[src/common/drive_stats_pkg.sv]
// constants and carrier types for the drive statistics and fault log block
package drive_stats_pkg;

	// ----------------------------------------------------------------
	// register map, byte addresses on the 32-bit wishbone slave
	// ----------------------------------------------------------------
	localparam int unsigned ADDR_W           = 8;
	localparam logic [7:0]  OFS_POWERED      = 8'h00;
	localparam logic [7:0]  OFS_ENABLED      = 8'h04;
	localparam logic [7:0]  OFS_ENERGY       = 8'h08;
	localparam logic [7:0]  OFS_FAN          = 8'h0C;
	localparam logic [7:0]  OFS_CLEAR_SELECT = 8'h10;
	localparam logic [7:0]  OFS_OVERLOAD     = 8'h14;
	localparam logic [7:0]  OFS_ENC_SPEED    = 8'h18;
	localparam logic [7:0]  OFS_ENC_COUNT    = 8'h1C;
	localparam logic [7:0]  OFS_AO_A_FUNC    = 8'h20;
	localparam logic [7:0]  OFS_AO_B_FUNC    = 8'h24;
	localparam logic [7:0]  OFS_ALARM        = 8'h28;
	localparam logic [7:0]  OFS_FAULT        = 8'h2C;
	localparam logic [7:0]  OFS_HIST_BASE    = 8'h40;
	localparam logic [7:0]  HIST_STRIDE      = 8'h08;
	localparam int unsigned HIST_DEPTH       = 10;

	// ----------------------------------------------------------------
	// values with a meaning
	// ----------------------------------------------------------------
	localparam logic [7:0]  CLR_FAN          = 8'h02;
	localparam logic [7:0]  CLR_ENABLED      = 8'h03;
	localparam logic [7:0]  CLR_ENERGY       = 8'h04;
	localparam logic [7:0]  AO_SEL_ENCODER   = 8'h31;
	localparam logic [6:0]  OVERLOAD_TRIP    = 7'h64;
	localparam logic [9:0]  CODE_OVERLOAD    = 10'h048;
	localparam logic [15:0] ENC_COUNT_MAX    = 16'h9C40;
	localparam logic [31:0] RESET_WORD       = 32'h00000000;

	// ----------------------------------------------------------------
	// timing
	// ----------------------------------------------------------------
	localparam longint unsigned CLK_HZ        = 25_000_000;
	localparam longint unsigned HOUR_SECONDS  = 3600;
	localparam longint unsigned FILTER_MS     = 500;
	localparam longint unsigned HOUR_CYC_DEF  = CLK_HZ * HOUR_SECONDS;
	localparam longint unsigned TENTH_CYC_DEF = HOUR_CYC_DEF / 10;
	localparam longint unsigned FILTER_CYC_DEF = CLK_HZ * FILTER_MS / 1000;
	localparam int unsigned     TICK_W        = 40;
	localparam int unsigned     FILTER_SHIFT  = 4;

	// ----------------------------------------------------------------
	// carriers
	// ----------------------------------------------------------------
	typedef struct packed {
		logic [4:0] day;
		logic [3:0] month;
		logic [6:0] year;
		logic [4:0] hour;
		logic [5:0] minute;
	} stamp_type;

	typedef struct packed {
		logic [15:0] powered;
		logic [15:0] enabled;
		logic [15:0] energy;
		logic [15:0] fan;
	} counters_type;

	typedef enum logic [2:0] {
		NV_IDLE = 3'b001,
		NV_SAVE = 3'b010,
		NV_HOLD = 3'b100
	} nv_state_type;

endpackage : drive_stats_pkg

[src/design/drive_stats.sv]
// operating statistics and fault log of a motor drive, wishbone slave
//
// The Wishbone interface to the registers and the address map were decided locally.
`timescale 1ns/1ns
module drive_stats
	import drive_stats_pkg::*;
#(
	parameter logic [TICK_W-1:0] HOUR_CYCLES   = TICK_W'(HOUR_CYC_DEF),
	parameter logic [TICK_W-1:0] TENTH_CYCLES  = TICK_W'(TENTH_CYC_DEF),
	parameter logic [TICK_W-1:0] FILTER_CYCLES = TICK_W'(FILTER_CYC_DEF)
) (
	input  wire logic                clk_i,           // system clock
	input  wire logic                rst_i,           // sync reset, high
	input  wire logic [ADDR_W-1:0]   adr_i,           // wishbone address
	input  wire logic [31:0]         dat_i,           // wishbone write data
	output logic      [31:0]         dat_o,           // wishbone read data
	input  wire logic                we_i,            // wishbone write
	input  wire logic [3:0]          sel_i,           // wishbone lanes
	input  wire logic                cyc_i,           // wishbone cycle
	input  wire logic                stb_i,           // wishbone strobe
	output logic                     ack_o,           // wishbone ack
	input  wire logic                drive_enabled_i, // inverter enabled
	input  wire logic                fan_running_i,   // heatsink fan on
	input  wire logic                kwh_pulse_i,     // one per kWh
	input  wire logic                undervoltage_i,  // DC-link low
	input  wire logic                nv_load_i,       // restore strobe
	input  wire counters_type        nv_load_data_i,  // restored values
	output logic                     nv_save_o,       // save strobe
	output counters_type             nv_save_data_o,  // values to save
	input  wire logic [6:0]          overload_raw_i,  // overload percent
	output logic                     motor_overload_fault_o, // latched
	input  wire logic                enc_step_i,      // one per pulse
	input  wire logic                enc_cw_i,        // 1 = clockwise
	input  wire logic [15:0]         enc_rpm_raw_i,   // unfiltered rpm
	input  wire logic [15:0]         ao_a_source_i,   // normal a value
	input  wire logic [15:0]         ao_b_source_i,   // normal b value
	output logic      [15:0]         ao_a_value_o,    // analog out a
	output logic      [15:0]         ao_b_value_o,    // analog out b
	input  wire logic [9:0]          alarm_code_i,    // present alarm
	input  wire logic                fault_event_i,   // new fault strobe
	input  wire logic [9:0]          fault_code_i,    // its code
	input  wire logic                fault_reset_i,   // fault cleared
	input  wire stamp_type           stamp_now_i      // calendar time
);
	import drive_stats_pkg::*;

	// ----------------------------------------------------------------
	// helpers
	// ----------------------------------------------------------------
	function automatic logic [31:0] zext16(input logic [15:0] v);
		zext16 = {16'h0000, v};
	endfunction : zext16

	function automatic logic [15:0] ao_route(input logic [7:0] func,
			input logic [15:0] normal, input logic [15:0] count);
		ao_route = (func == AO_SEL_ENCODER) ? count : normal;
	endfunction : ao_route

	// ----------------------------------------------------------------
	// bus slave
	// ----------------------------------------------------------------
	logic        ack_reg;
	logic        ack_next;
	logic [31:0] rdat_reg;
	logic [31:0] rdat_next;
	logic [7:0]  clr_sel_reg;
	logic [7:0]  clr_sel_next;
	logic [7:0]  ao_a_func_reg;
	logic [7:0]  ao_a_func_next;
	logic [7:0]  ao_b_func_reg;
	logic [7:0]  ao_b_func_next;
	logic        take;
	logic        wr_lane0;
	logic        clr_fan;
	logic        clr_enabled;
	logic        clr_energy;
	logic [31:0] rd_mux;
	logic [7:0]  hist_off;
	logic [3:0]  hist_idx;

	logic [15:0] powered;
	logic [15:0] enabled;
	logic [15:0] energy;
	logic [15:0] fan;
	logic [6:0]  ovl_reg;
	logic        ovl_fault_reg;
	logic [15:0] enc_count_reg;
	logic [15:0] speed_out;
	logic [9:0]  alarm_reg;
	logic [9:0]  fault_reg;
	logic [9:0]  hist_code_reg [HIST_DEPTH];
	stamp_type   hist_stamp_reg [HIST_DEPTH];

	assign take = cyc_i & stb_i & ~ack_reg;
	assign wr_lane0 = take & we_i & sel_i[0];
	// clear acts once, on the write itself, not while the value stands
	assign clr_fan = wr_lane0 && adr_i == OFS_CLEAR_SELECT
		&& dat_i[7:0] == CLR_FAN;
	assign clr_enabled = wr_lane0 && adr_i == OFS_CLEAR_SELECT
		&& dat_i[7:0] == CLR_ENABLED;
	assign clr_energy = wr_lane0 && adr_i == OFS_CLEAR_SELECT
		&& dat_i[7:0] == CLR_ENERGY;
	assign hist_off = adr_i - OFS_HIST_BASE;
	assign hist_idx = hist_off[6:3];

	always_comb begin
		rd_mux = RESET_WORD;
		case (adr_i)
			OFS_POWERED:      rd_mux = zext16(powered);
			OFS_ENABLED:      rd_mux = zext16(enabled);
			OFS_ENERGY:       rd_mux = zext16(energy);
			OFS_FAN:          rd_mux = zext16(fan);
			OFS_CLEAR_SELECT: rd_mux = {24'h000000, clr_sel_reg};
			OFS_OVERLOAD:     rd_mux = {23'h000000, ovl_fault_reg,
				1'b0, ovl_reg};
			OFS_ENC_SPEED:    rd_mux = zext16(speed_out);
			OFS_ENC_COUNT:    rd_mux = zext16(enc_count_reg);
			OFS_AO_A_FUNC:    rd_mux = {24'h000000, ao_a_func_reg};
			OFS_AO_B_FUNC:    rd_mux = {24'h000000, ao_b_func_reg};
			OFS_ALARM:        rd_mux = {22'h000000, alarm_reg};
			OFS_FAULT:        rd_mux = {22'h000000, fault_reg};
			default: begin
				// history: code word then stamp word per entry
				// offset bit 7 set would alias onto the first entries
				if (adr_i >= OFS_HIST_BASE && !hist_off[7]
						&& {4'h0, hist_idx} < 8'(HIST_DEPTH)) begin
					if (hist_off[2]) begin
						rd_mux = {5'h00, hist_stamp_reg[hist_idx]};
					end else begin
						rd_mux = {22'h000000, hist_code_reg[hist_idx]};
					end
				end
			end
		endcase
	end

	always_comb begin
		ack_next = take;
		rdat_next = rdat_reg;
		clr_sel_next = clr_sel_reg;
		ao_a_func_next = ao_a_func_reg;
		ao_b_func_next = ao_b_func_reg;
		if (take && !we_i) begin
			rdat_next = rd_mux;
		end
		// only the three settings are writable; the rest is read only
		if (wr_lane0) begin
			case (adr_i)
				OFS_CLEAR_SELECT: clr_sel_next = dat_i[7:0];
				OFS_AO_A_FUNC:    ao_a_func_next = dat_i[7:0];
				OFS_AO_B_FUNC:    ao_b_func_next = dat_i[7:0];
				default:          clr_sel_next = clr_sel_reg;
			endcase
		end
	end

	always_ff @(posedge clk_i) begin
		if (rst_i) begin
			ack_reg <= 1'b0;
			rdat_reg <= RESET_WORD;
			clr_sel_reg <= 8'h00;
			ao_a_func_reg <= 8'h00;
			ao_b_func_reg <= 8'h00;
		end else begin
			ack_reg <= ack_next;
			rdat_reg <= rdat_next;
			clr_sel_reg <= clr_sel_next;
			ao_a_func_reg <= ao_a_func_next;
			ao_b_func_reg <= ao_b_func_next;
		end
	end

	assign ack_o = ack_reg;
	assign dat_o = rdat_reg;

	// ----------------------------------------------------------------
	// usage and energy counters
	// ----------------------------------------------------------------
	usage_counter #(.WIDTH(16), .TICK_W(TICK_W)) u_powered (
		.clk_i        (clk_i),
		.rst_i        (rst_i),
		.ticks_i      (HOUR_CYCLES),
		.advance_i    (1'b1),
		.clear_i      (1'b0),
		.load_i       (nv_load_i),
		.load_value_i (nv_load_data_i.powered),
		.count_o      (powered)
	);

	usage_counter #(.WIDTH(16), .TICK_W(TICK_W)) u_enabled (
		.clk_i        (clk_i),
		.rst_i        (rst_i),
		.ticks_i      (TENTH_CYCLES),
		.advance_i    (drive_enabled_i),
		.clear_i      (clr_enabled),
		.load_i       (nv_load_i),
		.load_value_i (nv_load_data_i.enabled),
		.count_o      (enabled)
	);

	// energy estimate from an upstream power integrator, not a meter
	usage_counter #(.WIDTH(16), .TICK_W(TICK_W)) u_energy (
		.clk_i        (clk_i),
		.rst_i        (rst_i),
		.ticks_i      (TICK_W'(1)),
		.advance_i    (kwh_pulse_i),
		.clear_i      (clr_energy),
		.load_i       (nv_load_i),
		.load_value_i (nv_load_data_i.energy),
		.count_o      (energy)
	);

	usage_counter #(.WIDTH(16), .TICK_W(TICK_W)) u_fan (
		.clk_i        (clk_i),
		.rst_i        (rst_i),
		.ticks_i      (HOUR_CYCLES),
		.advance_i    (fan_running_i),
		.clear_i      (clr_fan),
		.load_i       (nv_load_i),
		.load_value_i (nv_load_data_i.fan),
		.count_o      (fan)
	);

	// ----------------------------------------------------------------
	// save on undervoltage, once per low-voltage episode
	// ----------------------------------------------------------------
	nv_state_type nv_state_reg;
	nv_state_type nv_state_next;
	counters_type nv_data_reg;
	counters_type nv_data_next;

	always_comb begin
		nv_state_next = nv_state_reg;
		nv_data_next = nv_data_reg;
		case (nv_state_reg)
			NV_IDLE: begin
				if (undervoltage_i) begin
					nv_state_next = NV_SAVE;
					nv_data_next = '{powered, enabled, energy, fan};
				end
			end
			NV_SAVE: nv_state_next = NV_HOLD;
			NV_HOLD: begin
				if (!undervoltage_i) begin
					nv_state_next = NV_IDLE;
				end
			end
			default: nv_state_next = NV_IDLE;
		endcase
	end

	always_ff @(posedge clk_i) begin
		if (rst_i) begin
			nv_state_reg <= NV_IDLE;
			nv_data_reg <= '0;
		end else begin
			nv_state_reg <= nv_state_next;
			nv_data_reg <= nv_data_next;
		end
	end

	assign nv_save_o = nv_state_reg == NV_SAVE;
	assign nv_save_data_o = nv_data_reg;

	// ----------------------------------------------------------------
	// encoder count and speed filter
	// ----------------------------------------------------------------
	logic [15:0]       enc_count_next;
	logic [TICK_W-1:0] flt_step_reg;
	logic [TICK_W-1:0] flt_step_next;
	logic [19:0]       flt_acc_reg;
	logic [19:0]       flt_acc_next;

	always_comb begin
		enc_count_next = enc_count_reg;
		if (enc_step_i) begin
			if (enc_cw_i) begin
				enc_count_next = (enc_count_reg >= ENC_COUNT_MAX) ? 16'h0000
					: enc_count_reg + 16'h0001;
			end else begin
				enc_count_next = (enc_count_reg == 16'h0000) ? ENC_COUNT_MAX
					: enc_count_reg - 16'h0001;
			end
		end
		// first-order filter, 16 steps across the half-second window
		flt_step_next = flt_step_reg + 1'b1;
		flt_acc_next = flt_acc_reg;
		if (flt_step_reg >= (FILTER_CYCLES >> FILTER_SHIFT) - 1'b1) begin
			flt_step_next = '0;
			flt_acc_next = flt_acc_reg - (flt_acc_reg >> FILTER_SHIFT)
				+ {4'h0, enc_rpm_raw_i};
		end
	end

	always_ff @(posedge clk_i) begin
		if (rst_i) begin
			enc_count_reg <= 16'h0000;
			flt_step_reg <= '0;
			flt_acc_reg <= 20'h00000;
		end else begin
			enc_count_reg <= enc_count_next;
			flt_step_reg <= flt_step_next;
			flt_acc_reg <= flt_acc_next;
		end
	end

	assign speed_out = flt_acc_reg[19:4];
	assign ao_a_value_o = ao_route(ao_a_func_reg, ao_a_source_i,
		enc_count_reg);
	assign ao_b_value_o = ao_route(ao_b_func_reg, ao_b_source_i,
		enc_count_reg);

	// ----------------------------------------------------------------
	// overload, active codes and fault history
	// ----------------------------------------------------------------
	logic [6:0]  ovl_next;
	logic        ovl_fault_next;
	logic        ovl_pend_reg;
	logic        ovl_pend_next;
	logic [9:0]  alarm_next;
	logic [9:0]  fault_next;
	logic        new_fault;
	logic [9:0]  new_code;
	logic        ovl_trip;
	logic [9:0]  hist_code_next [HIST_DEPTH];
	stamp_type   hist_stamp_next [HIST_DEPTH];

	// external fault wins a tie; the overload entry waits until fault_event_i drops
	assign new_fault = fault_event_i | ovl_pend_reg;
	assign new_code = fault_event_i ? fault_code_i : CODE_OVERLOAD;

	always_comb begin
		ovl_next = (overload_raw_i > OVERLOAD_TRIP) ? OVERLOAD_TRIP
			: overload_raw_i;
		ovl_trip = ovl_next >= OVERLOAD_TRIP && ovl_reg < OVERLOAD_TRIP;
		ovl_fault_next = ovl_fault_reg;
		if (fault_reset_i) begin
			ovl_fault_next = 1'b0;
		end
		if (ovl_trip) begin
			ovl_fault_next = 1'b1;
		end
		ovl_pend_next = ovl_pend_reg;
		if (ovl_pend_reg && !fault_event_i) begin
			ovl_pend_next = 1'b0;
		end
		if (ovl_trip) begin
			ovl_pend_next = 1'b1;
		end
		alarm_next = alarm_code_i;
		fault_next = fault_reg;
		if (fault_reset_i) begin
			fault_next = 10'h000;
		end
		if (new_fault) begin
			fault_next = new_code;
		end
		for (int i = 0; i < HIST_DEPTH; i++) begin
			hist_code_next[i] = hist_code_reg[i];
			hist_stamp_next[i] = hist_stamp_reg[i];
		end
		if (new_fault) begin
			for (int i = HIST_DEPTH - 1; i > 0; i--) begin
				hist_code_next[i] = hist_code_reg[i-1];
				hist_stamp_next[i] = hist_stamp_reg[i-1];
			end
			hist_code_next[0] = new_code;
			// stamp taken as is; unset calendar at power-up gives junk
			hist_stamp_next[0] = stamp_now_i;
		end
	end

	always_ff @(posedge clk_i) begin
		if (rst_i) begin
			ovl_reg <= 7'h00;
			ovl_fault_reg <= 1'b0;
			ovl_pend_reg <= 1'b0;
			alarm_reg <= 10'h000;
			fault_reg <= 10'h000;
			for (int i = 0; i < HIST_DEPTH; i++) begin
				hist_code_reg[i] <= 10'h000;
				hist_stamp_reg[i] <= '0;
			end
		end else begin
			ovl_reg <= ovl_next;
			ovl_fault_reg <= ovl_fault_next;
			ovl_pend_reg <= ovl_pend_next;
			alarm_reg <= alarm_next;
			fault_reg <= fault_next;
			for (int i = 0; i < HIST_DEPTH; i++) begin
				hist_code_reg[i] <= hist_code_next[i];
				hist_stamp_reg[i] <= hist_stamp_next[i];
			end
		end
	end

	assign motor_overload_fault_o = ovl_fault_reg;

endmodule : drive_stats

[src/design/usage_counter.sv]
// wrapping usage counter with its own prescaler, clear and restore
`timescale 1ns/1ns
module usage_counter #(
	parameter int unsigned WIDTH  = 16,
	parameter int unsigned TICK_W = 40
) (
	input  wire logic              clk_i,        // system clock
	input  wire logic              rst_i,        // sync reset, high
	input  wire logic [TICK_W-1:0] ticks_i,      // clocks per count unit
	input  wire logic              advance_i,    // qualifying condition
	input  wire logic              clear_i,      // zero count, one cycle
	input  wire logic              load_i,       // restore, one cycle
	input  wire logic [WIDTH-1:0]  load_value_i, // restored value
	output logic      [WIDTH-1:0]  count_o       // present count
);
	logic [TICK_W-1:0] pre_reg;
	logic [TICK_W-1:0] pre_next;
	logic [WIDTH-1:0]  count_reg;
	logic [WIDTH-1:0]  count_next;

	always_comb begin
		pre_next = pre_reg;
		count_next = count_reg;
		if (advance_i) begin
			// full-width counter wraps to zero by itself
			if (pre_reg >= ticks_i - 1'b1) begin
				pre_next = '0;
				count_next = count_reg + 1'b1;
			end else begin
				pre_next = pre_reg + 1'b1;
			end
		end
		if (load_i) begin
			count_next = load_value_i;
		end
		// clear beats restore and advance; partial unit is dropped too
		if (clear_i) begin
			count_next = '0;
			pre_next = '0;
		end
	end

	always_ff @(posedge clk_i) begin
		if (rst_i) begin
			pre_reg <= '0;
			count_reg <= '0;
		end else begin
			pre_reg <= pre_next;
			count_reg <= count_next;
		end
	end

	assign count_o = count_reg;

endmodule : usage_counter

[config.mk]
export PLATFORM = sky130hd
export DESIGN_NAME = drive_stats
export DESIGN_NICKNAME = d
export VERILOG_FILES = /design/src/common/drive_stats_pkg.sv /design/src/design/drive_stats.sv /design/src/design/usage_counter.sv
export SDC_FILE = /design/constraint.sdc
export NUM_CORES = 2
export LEC_CHECK = 0
export BUFFER_PORTS_ARGS = -buffer_cell sky130_fd_sc_hd__buf_4
export CAP_MARGIN = 15
export CELL_PAD_IN_SITES_DETAIL_PLACEMENT = 1
export CELL_PAD_IN_SITES_GLOBAL_PLACEMENT = 2
export CORE_MARGIN = 5
export CORE_UTILIZATION = 38
export DETAILED_ROUTE_END_ITERATION = 10
export GPL_TIMING_DRIVEN = 0
export PLACE_DENSITY = 0.8
export REMOVE_ABC_BUFFERS = 1
export SKIP_LAST_GASP = 1
export SYNTH_ARGS = -nofsm -noshare
export SYNTH_HDL_FRONTEND = slang
export SYNTH_HIERARCHICAL = 1
export SYNTH_SLANG_ARGS = --single-unit
[constraint.sdc]
create_clock -name clk_i -period 4.9 [get_ports clk_i]
set_input_delay 0.49 -clock clk_i [delete_from_list [all_inputs] [get_ports clk_i]]
set_output_delay 0.49 -clock clk_i [all_outputs]
set_load 0.005 [all_outputs]
# [Yosys cells after proc, flatten, opt, wreduce, memory -nomap -nowiden]
# Memories as Yosys holds them, arrays and structs flattened.
# Index checks and enable logic that the tools add are counted.
[totals] reg_bits=453 mem_bits_ro=0 mem_count=2 out_inout_bits=131 mem_bits_rw=370 latchBits=0
[memory_table] memory="hist_stamp_reg" words=10 word_bits=27 rd=10 rd_clocked_by_memory_dff=0 write_ports=10 line_no="drive_stats.sv:92" rtl="stamp_type hist_stamp_reg [HIST_DEPTH];"
[memory_table] memory="hist_code_reg" words=10 word_bits=10 rd=10 rd_clocked_by_memory_dff=0 write_ports=10 line_no="drive_stats.sv:91" rtl="logic [9:0] hist_code_reg [HIST_DEPTH];"
[classes] div_mod_pow=0 n_bitwise=26 magnitude_cmp=11 n_addsub=14 n_eq_ne=22 shift=0 n_reduce_logical=38 mul=0 mux=58
[ops] op="two-way mux 27 bit" n=12
[ops] op="one-hot mux 27 bit (12 select lines)" n=1
[ops] op="two-way mux 270 bit" n=1
[ops] op="two-way mux 16 bit" n=16
[ops] op="adder 40 x 1 -> 40 bit, second input constant" n=5
[ops] op="two-way mux 10 bit" n=13
[ops] op="two-way mux 40 bit" n=3
[ops] op="two-way mux 100 bit" n=1
[ops] op="adder 16 x 1 -> 16 bit, second input constant" n=5
[ops] op=">= comparator 40 x 37 -> 1 bit, second input constant" n=2
[ops] op="equality test 8 x 6 -> 1 bit, second input constant" n=6
[ops] op=">= comparator 40 x 1 -> 1 bit, second input constant" n=1
[ops] op=">= comparator 40 x 20 -> 1 bit, second input constant" n=1
[ops] op=">= comparator 40 x 34 -> 1 bit, second input constant" n=1
[ops] op="equality test 8 x 5 -> 1 bit, second input constant" n=4
[ops] op="bitwise OR 1 bit" n=21
[ops] op="adder 20 x 16 -> 20 bit" n=1
[ops] op="nonzero test 2 bit" n=10
[ops] op="subtractor 20 x 16 -> 20 bit" n=1
[ops] op="AND reduction 2 bit" n=9
[ops] op="equality test 8 x 2 -> 1 bit, second input constant" n=2
[ops] op="equality test 8 x 3 -> 1 bit, second input constant" n=2
[ops] op="equality test 8 x 4 -> 1 bit, second input constant" n=2
[ops] op=">= comparator 16 bit, second input constant" n=1
[ops] op="23 further kinds" n=48

# [Longest topological paths before layout]
[depth] word_depth=7 depth_mapped=20 ltp_nobuf=18

# [By module]
# The synthesis kept the hierarchy.
[modules_own_cells] module="drive_stats" seq_area_each_um2=12261.8 cells_per_inst=2532 n_inst=1 area_per_inst_um2=25813.5
[modules_own_cells] module="usage_counter (u_enabled ...)" seq_area_each_um2=1121.1 cells_per_inst=520 n_inst=3 area_per_inst_um2=4157.7
[modules_own_cells] module="usage_counter (u_powered)" seq_area_each_um2=1121.1 cells_per_inst=508 n_inst=1 area_per_inst_um2=4120.2

# [Worst setup path after synthesis]
# OpenSTA, ideal clock, no wires.
[synth_timing] kind="input-to-reg" start="input port adr_i[6]" end="register u_energy.pre_reg[10]" n_path_buf=4 slack_ns=1.307 arrival_time_ns=3.466 path_stages=13 required_time_ns=4.772 setup_ns=0.128 cell_sequence="clkinv_1 clkbuf_1 ha_1 nand2_1 or3_1 clkbuf_1 or3_1 nor4b_1 nor2_1 nand2_1 clkbuf_1 clkbuf_1 nor2_1"
[synth_between] elab_chain_len=4
[synth_rtl] element="start: declaration" line_no="drive_stats.sv:14" rtl="input wire logic [ADDR_W-1:0] adr_i,"
[synth_rtl] element="equality test 8 x 5 -> 1 bit" line_no="drive_stats.sv:101" rtl="assign clr_energy = wr_lane0 && adr_i == OFS_CLEAR_SELECT"
[synth_rtl] element="logical AND 1 bit" line_no="drive_stats.sv:101"
[synth_rtl] element="logical AND 1 bit" line_no="drive_stats.sv:102" rtl="&& dat_i[7:0] == CLR_ENERGY;"
[synth_rtl] element="named net clr_energy" line_no="drive_stats.sv:76" rtl="logic clr_energy;"
[synth_rtl] element="OR reduction 2 bit (no source line)"
[synth_rtl] element="end signal: assignment" line_no="usage_counter.sv:48" rtl="pre_reg <= pre_next;"
[synth_rtl] element="end: declaration" line_no="usage_counter.sv:16" rtl="logic [TICK_W-1:0] pre_reg;"
# The timed path passes the listed nets, and every way through them passes these cells.
# A chain may end at the register's enable or synchronous reset.

# [Worst setup path after layout]
[layout_timing] start="input port adr_i[6]" end="register u_fan.pre_reg[31]"
[layout_between] elab_chain_len=4
[layout_rtl] element="equality test 8 x 5 -> 1 bit" line_no="drive_stats.sv:97" rtl="assign clr_fan = wr_lane0 && adr_i == OFS_CLEAR_SELECT"
[layout_rtl] element="logical AND 1 bit" line_no="drive_stats.sv:97"
[layout_rtl] element="logical AND 1 bit" line_no="drive_stats.sv:98" rtl="&& dat_i[7:0] == CLR_FAN;"
[layout_rtl] element="named net clr_fan" line_no="drive_stats.sv:74" rtl="logic clr_fan;"
[layout_rtl] element="OR reduction 2 bit (no source line)"
[layout_rtl] element="end signal: assignment" line_no="usage_counter.sv:48"
[layout_rtl] element="end: declaration" line_no="usage_counter.sv:16"
# The timed path passes the listed nets, and every way through them passes these cells.

==> impl_summary.txt <==
----------------------------------------------------
[Run status]
  Run status ... completed

[Placement]
  Number of buffer cells added on primary ports ... about 320
  Global placement routability congestion ... a little over 0.8
  Placed cell area ... 0.0486 mm^2
  Setup WS pre-CTS ... -1870 ps
  Final HPWL DP ... slightly above 100 mm

[Pwr]
  VDD IR max ... about 0.26 mV
  Post-route total power ... around 18 mW
  Total power density per cell area ... roughly 340 mW/mm^2
  Reported leakage power ... ~21 nW

[Min path]
  Hold Crit Depth ... 2
  Launch instance of the worst min-delay path ... stamp_now_i[12]
  Endpoint, Worst Hold ... hist_stamp_reg[0][12]$_SDFFE_PP0N_
  Type of the tightest min-delay check ... primary input to flip-flop

[Global routing]
  Number of global-route vias before repair ... around 37000
  First-pass GRT wire length ... about 210 mm
  Global-route congestion overflow total ... 0
  Pin count of the biggest net entering global routing ... about 110
  Initial antenna violation count ... 11
  Global-route total usage across every layer ... between 20% and 30%

[Routing]
  Total vias in the final route ... 36600
  Routed length per instance ... 19.9 um
  Detailed Route WL ... between 100 and 150 mm
  Number of detailed-routing iterations run before antenna repair ... 5
  Avg Vias per Cell ... approximately 5.3
  Number of nets still failing antenna checks after routing ... 0
  Total DRC errors in the routed layout ... 0
  DRC marker count from the first detailed-route iteration ... about 2000

[CTS]
  Clock tree from TritonCTS ... done
  Worst skew pair latency ... roughly 690 ps
  Clock transition at the registers of the reported paths ... around 60 ps
  Clock sink count ... 818
  CTS Buffer Depth ... 3
  Number of clock buffers inserted by TritonCTS ... 94
  Post-CTS setup buffers ... 0
  CTS H-tree lvls ... 3
  Clock root buffer ... clkbuf_16

[STA]
  Worst clock skew ... ~33 ps
  Normalized max-slew margin ... a little over a fifth
  Unrepaired setup endpoints after global routing ... false
  Final-report hold violation count ... 0
  Setup TNS ... 0 ps
  Minimum clock period ... ~4700 ps
  Worst-case setup margin in the final layout ... roughly 180 ps
  Fin crit share ... a little over nine tenths
  Fmax achieved ... roughly 0.21 GHz
  Final setup violation count ... 0
  Number of pins exceeding their max-slew limit in the final report ... 0
  Least-Margin Pin Slew ... between 1000 and 1500 ps

[Logic synthesis]
  Number of distinct library cell variants in the gate-level netlist after synthesis ... 90
  Area share of xor/xnor cells in the synthesized design ... between 7 and 8%
  Share of synthesized cell area in full adder, half adder and majority cells ... approximately 6.6%
  Number of enable-type register cells in the synthesized netlist ... 37
  Count of yosys warnings during synthesis ... 6
  Synthesized area per cell ... 9.22 um^2
  Portion of netlist area occupied by mux cells ... roughly 7.1%
  Synthesized flop and latch total ... slightly above 800
  Post-synthesis share of cell area spent on and, or, nand and nor gates ... 18.6%
  Proportion of register bits with asynchronous set or reset after synthesis ... 0%
  Gate count after technology mapping ... between 4000 and 5000
  Synthesized-area fraction occupied by ao, oa, aoi and oai cells ... about 17%
  Combinational family with the most area after synthesis ... simple AND/OR/NAND/NOR gates
  Sequential cell area fraction in the yosys report ... around two fifths
  Netlist area before placement ... between 0.04 and 0.05 mm^2
  Leading register cell type out of synthesis ... dfxtp_1

[Critical path]
  Critical path class ... primary input to flip-flop
  Kind of cell adding the most delay to the critical path ... simple AND/OR/NAND/NOR gates
  CP endpoint kind ... flip-flop
  Reg-to-reg setup timing slack ... just under 1000 ps
  Most prevalent standard cell on the critical path ... or3_1
  Worst path buffer plus inverter count ... 3
  Required @ worst endpoint ... between 5000 and 6000 ps
  Worst Path Max Fanout ... 59
  Data arrival, critical path ... about 5300 ps
  Cells along the critical path ... buf_4 -> inv_4 -> ha_1 -> nand2_1 -> or3_1 -> or3_1 -> nor4b_2 -> nor2_2 -> nand2_2 -> buf_16 -> nor2_1
  CP max stage delay ... 650 ps
  Startpoint types ... primary input
  Slowest-stage cell, CP ... nor4b_2
  R2R Path Start ... ack_o$_SDFF_PP0_
  Logic depth of the worst register-to-register path ... 10
  Worst reg2reg path endpoint ... u_fan/pre_reg[31]$_SDFFE_PP0P_

[Floorplan]
  Num rows ... between 100 and 150
  Floorplan die width ... between 300 and 400 um
  Placeable core region ... around 0.11 mm^2
  Die Ht ... 344 um
  Initial Utilization ... between 30% and 40%
  Die area ... 0.118 mm^2
  Num ports ... approximately 360

[Finish]
  Final cell area excluding filler cells ... 0.0521 mm^2
  Number of fill cells in the layout ... roughly 13000
  Synth-to-layout area growth ... 22.7%
  Number of flip-flops in the largest register ... between 200 and 300
  Highest-count cells in the layout ignoring fill and taps ... dfxtp_1 (781), conb_1 (547), nand2_1 (477)
  Most common library cell in the layout ignoring fill and taps ... dfxtp_1
  Fraction of layout cells with a size suffix above 1 ... between 10% and 20%
  Final #Nets ... 5828

[Run]
  Max-cap violation count ... 0

----------------------------------------------------
-- Yosys cell counts, drive strengths merged (11+ instances only) --
library cell / instances / area (um^2)
o22ai: 11 / 68.8
or3: 47 / 310
o21ai: 155 / 780
mux4: 75 / 1690
dfxtp: 781 / 15600
clkbuf: 203 / 762
nand3: 93 / 465
edfxtp: 37 / 1110
a22oi: 28 / 210
a22o: 343 / 3000
a31oi: 51 / 319
mux2: 34 / 383
buf: 59 / 284
and4: 31 / 272
nor4: 59 / 445
and3: 62 / 388
or4: 27 / 236
a32oi: 17 / 149
nor3: 117 / 591
a21oi: 241 / 1210
inv: 115 / 432
or4b: 11 / 110
nor2: 408 / 1530
nand4: 69 / 432
a211oi: 49 / 368
ha: 199 / 2490
fa: 16 / 320
and2: 60 / 377
a21o: 17 / 128
xnor2: 176 / 1540
nand3b: 14 / 105
nor2b: 57 / 364
xor2: 190 / 1660
mux2i: 94 / 941
nand2b: 16 / 100
a311oi: 12 / 105
o31ai: 14 / 105
nand2: 484 / 1850
-- through the flow --
| stage | util [%] | hold slack, ps | cells |
|---|---|---|---|
| 2_1_floorplan | - | 425 | 4883 |
| 3_3_place_gp | 43.0 | 438 | 6693 |
| 3_5_place_dp | 43.8 | 445 | 6749 |
| 4_1_cts | 46.9 | 8.07 | 6948 |
| 5_1_grt | 47.0 | 18.0 | 6951 |
| 6_report | 47.0 | 51.3 | 6954 |
-- worst max-delay path by stage --
stage | from | to | cells past startpoint
after floorplan | fault_event_i | hist_code_reg[9][0]$_SDFFCE_PN0P_ | 2
after global placement | rst_i | hist_stamp_reg[9][12]$_SDFFCE_PN0P_ | 3
after detailed placement | adr_i[6] | u_fan/pre_reg[21]$_SDFFE_PP0P_ | 11
after CTS | adr_i[6] | u_energy/pre_reg[23]$_SDFFE_PP0P_ | 10
after global routing | adr_i[6] | u_fan/pre_reg[29]$_SDFFE_PP0P_ | 11
final | adr_i[6] | u_fan/pre_reg[31]$_SDFFE_PP0P_ | 11
-- power by group --
group	leakage, nW	total, mW	internal, mW	switching, mW
clock	1.51	7.09	4.11	2.99
sequential	6.76	7.29	6.95	0.340
combinational	12.9	3.35	1.42	1.93
total	21.2	17.7	12.5	5.26
-- routing by layer --
layer  GRT usage, %  vias up  part of all wire, %
li1               -    17800                    -
met1           29.8    18000                   45
met2           38.2      670                   47
met3           5.29      174                  6.0
met4           5.40       10                  2.2
met5              0        -                0.044
-- logic make-up after synthesis --
| family | after synthesis |
|---|---|
| AND/OR/NAND/NOR | 1589 |
| AO/OA/AOI/OAI | 1027 |
| flip-flops | 818 |
| buffers and inverters | 380 |
| XOR/XNOR | 366 |
| adder cells (fa/ha/maj) | 215 |
| multiplexers | 203 |
| other | 2 |
-- what timing repair did --
action / 4_1_cts / 5_1_grt
gates cloned: 0 / 0
gates resized for setup: 9 / 2
endpoints found under the hold margin: 30 / 0
endpoints found under the setup margin: 164 / 42
hold buffers: 30 / 0
-- worst reg2reg max path, cell delays in order (launching register included) --
cell	delay, ps
dfxtp_1	310
nand3b_1	220
inv_1	90
nand3_1	250
or3_1	650
or3_1	520
nor4b_2	650
nor2_2	320
nand2_2	490
buf_16	220
nor2_1	60
-- layout make-up --
type / count / area (um^2) / share of cell area [%]
Timing Repair Buffer: 410 / 3590 / 6.89
Tap cell: 1488 / 1860 / 3.58
Inverter: 118 / 445 / 0.856
Sequential cell: 818 / 16700 / 32.2
Multi-Input combinational cell: 3947 / 26300 / 50.5
Antenna cell: 4 / 10.0 / 0.0192
Clock inverter: 26 / 404 / 0.776
Clock buffer: 143 / 2710 / 5.20
No activity file was read; power rests on OpenSTA's default activity.
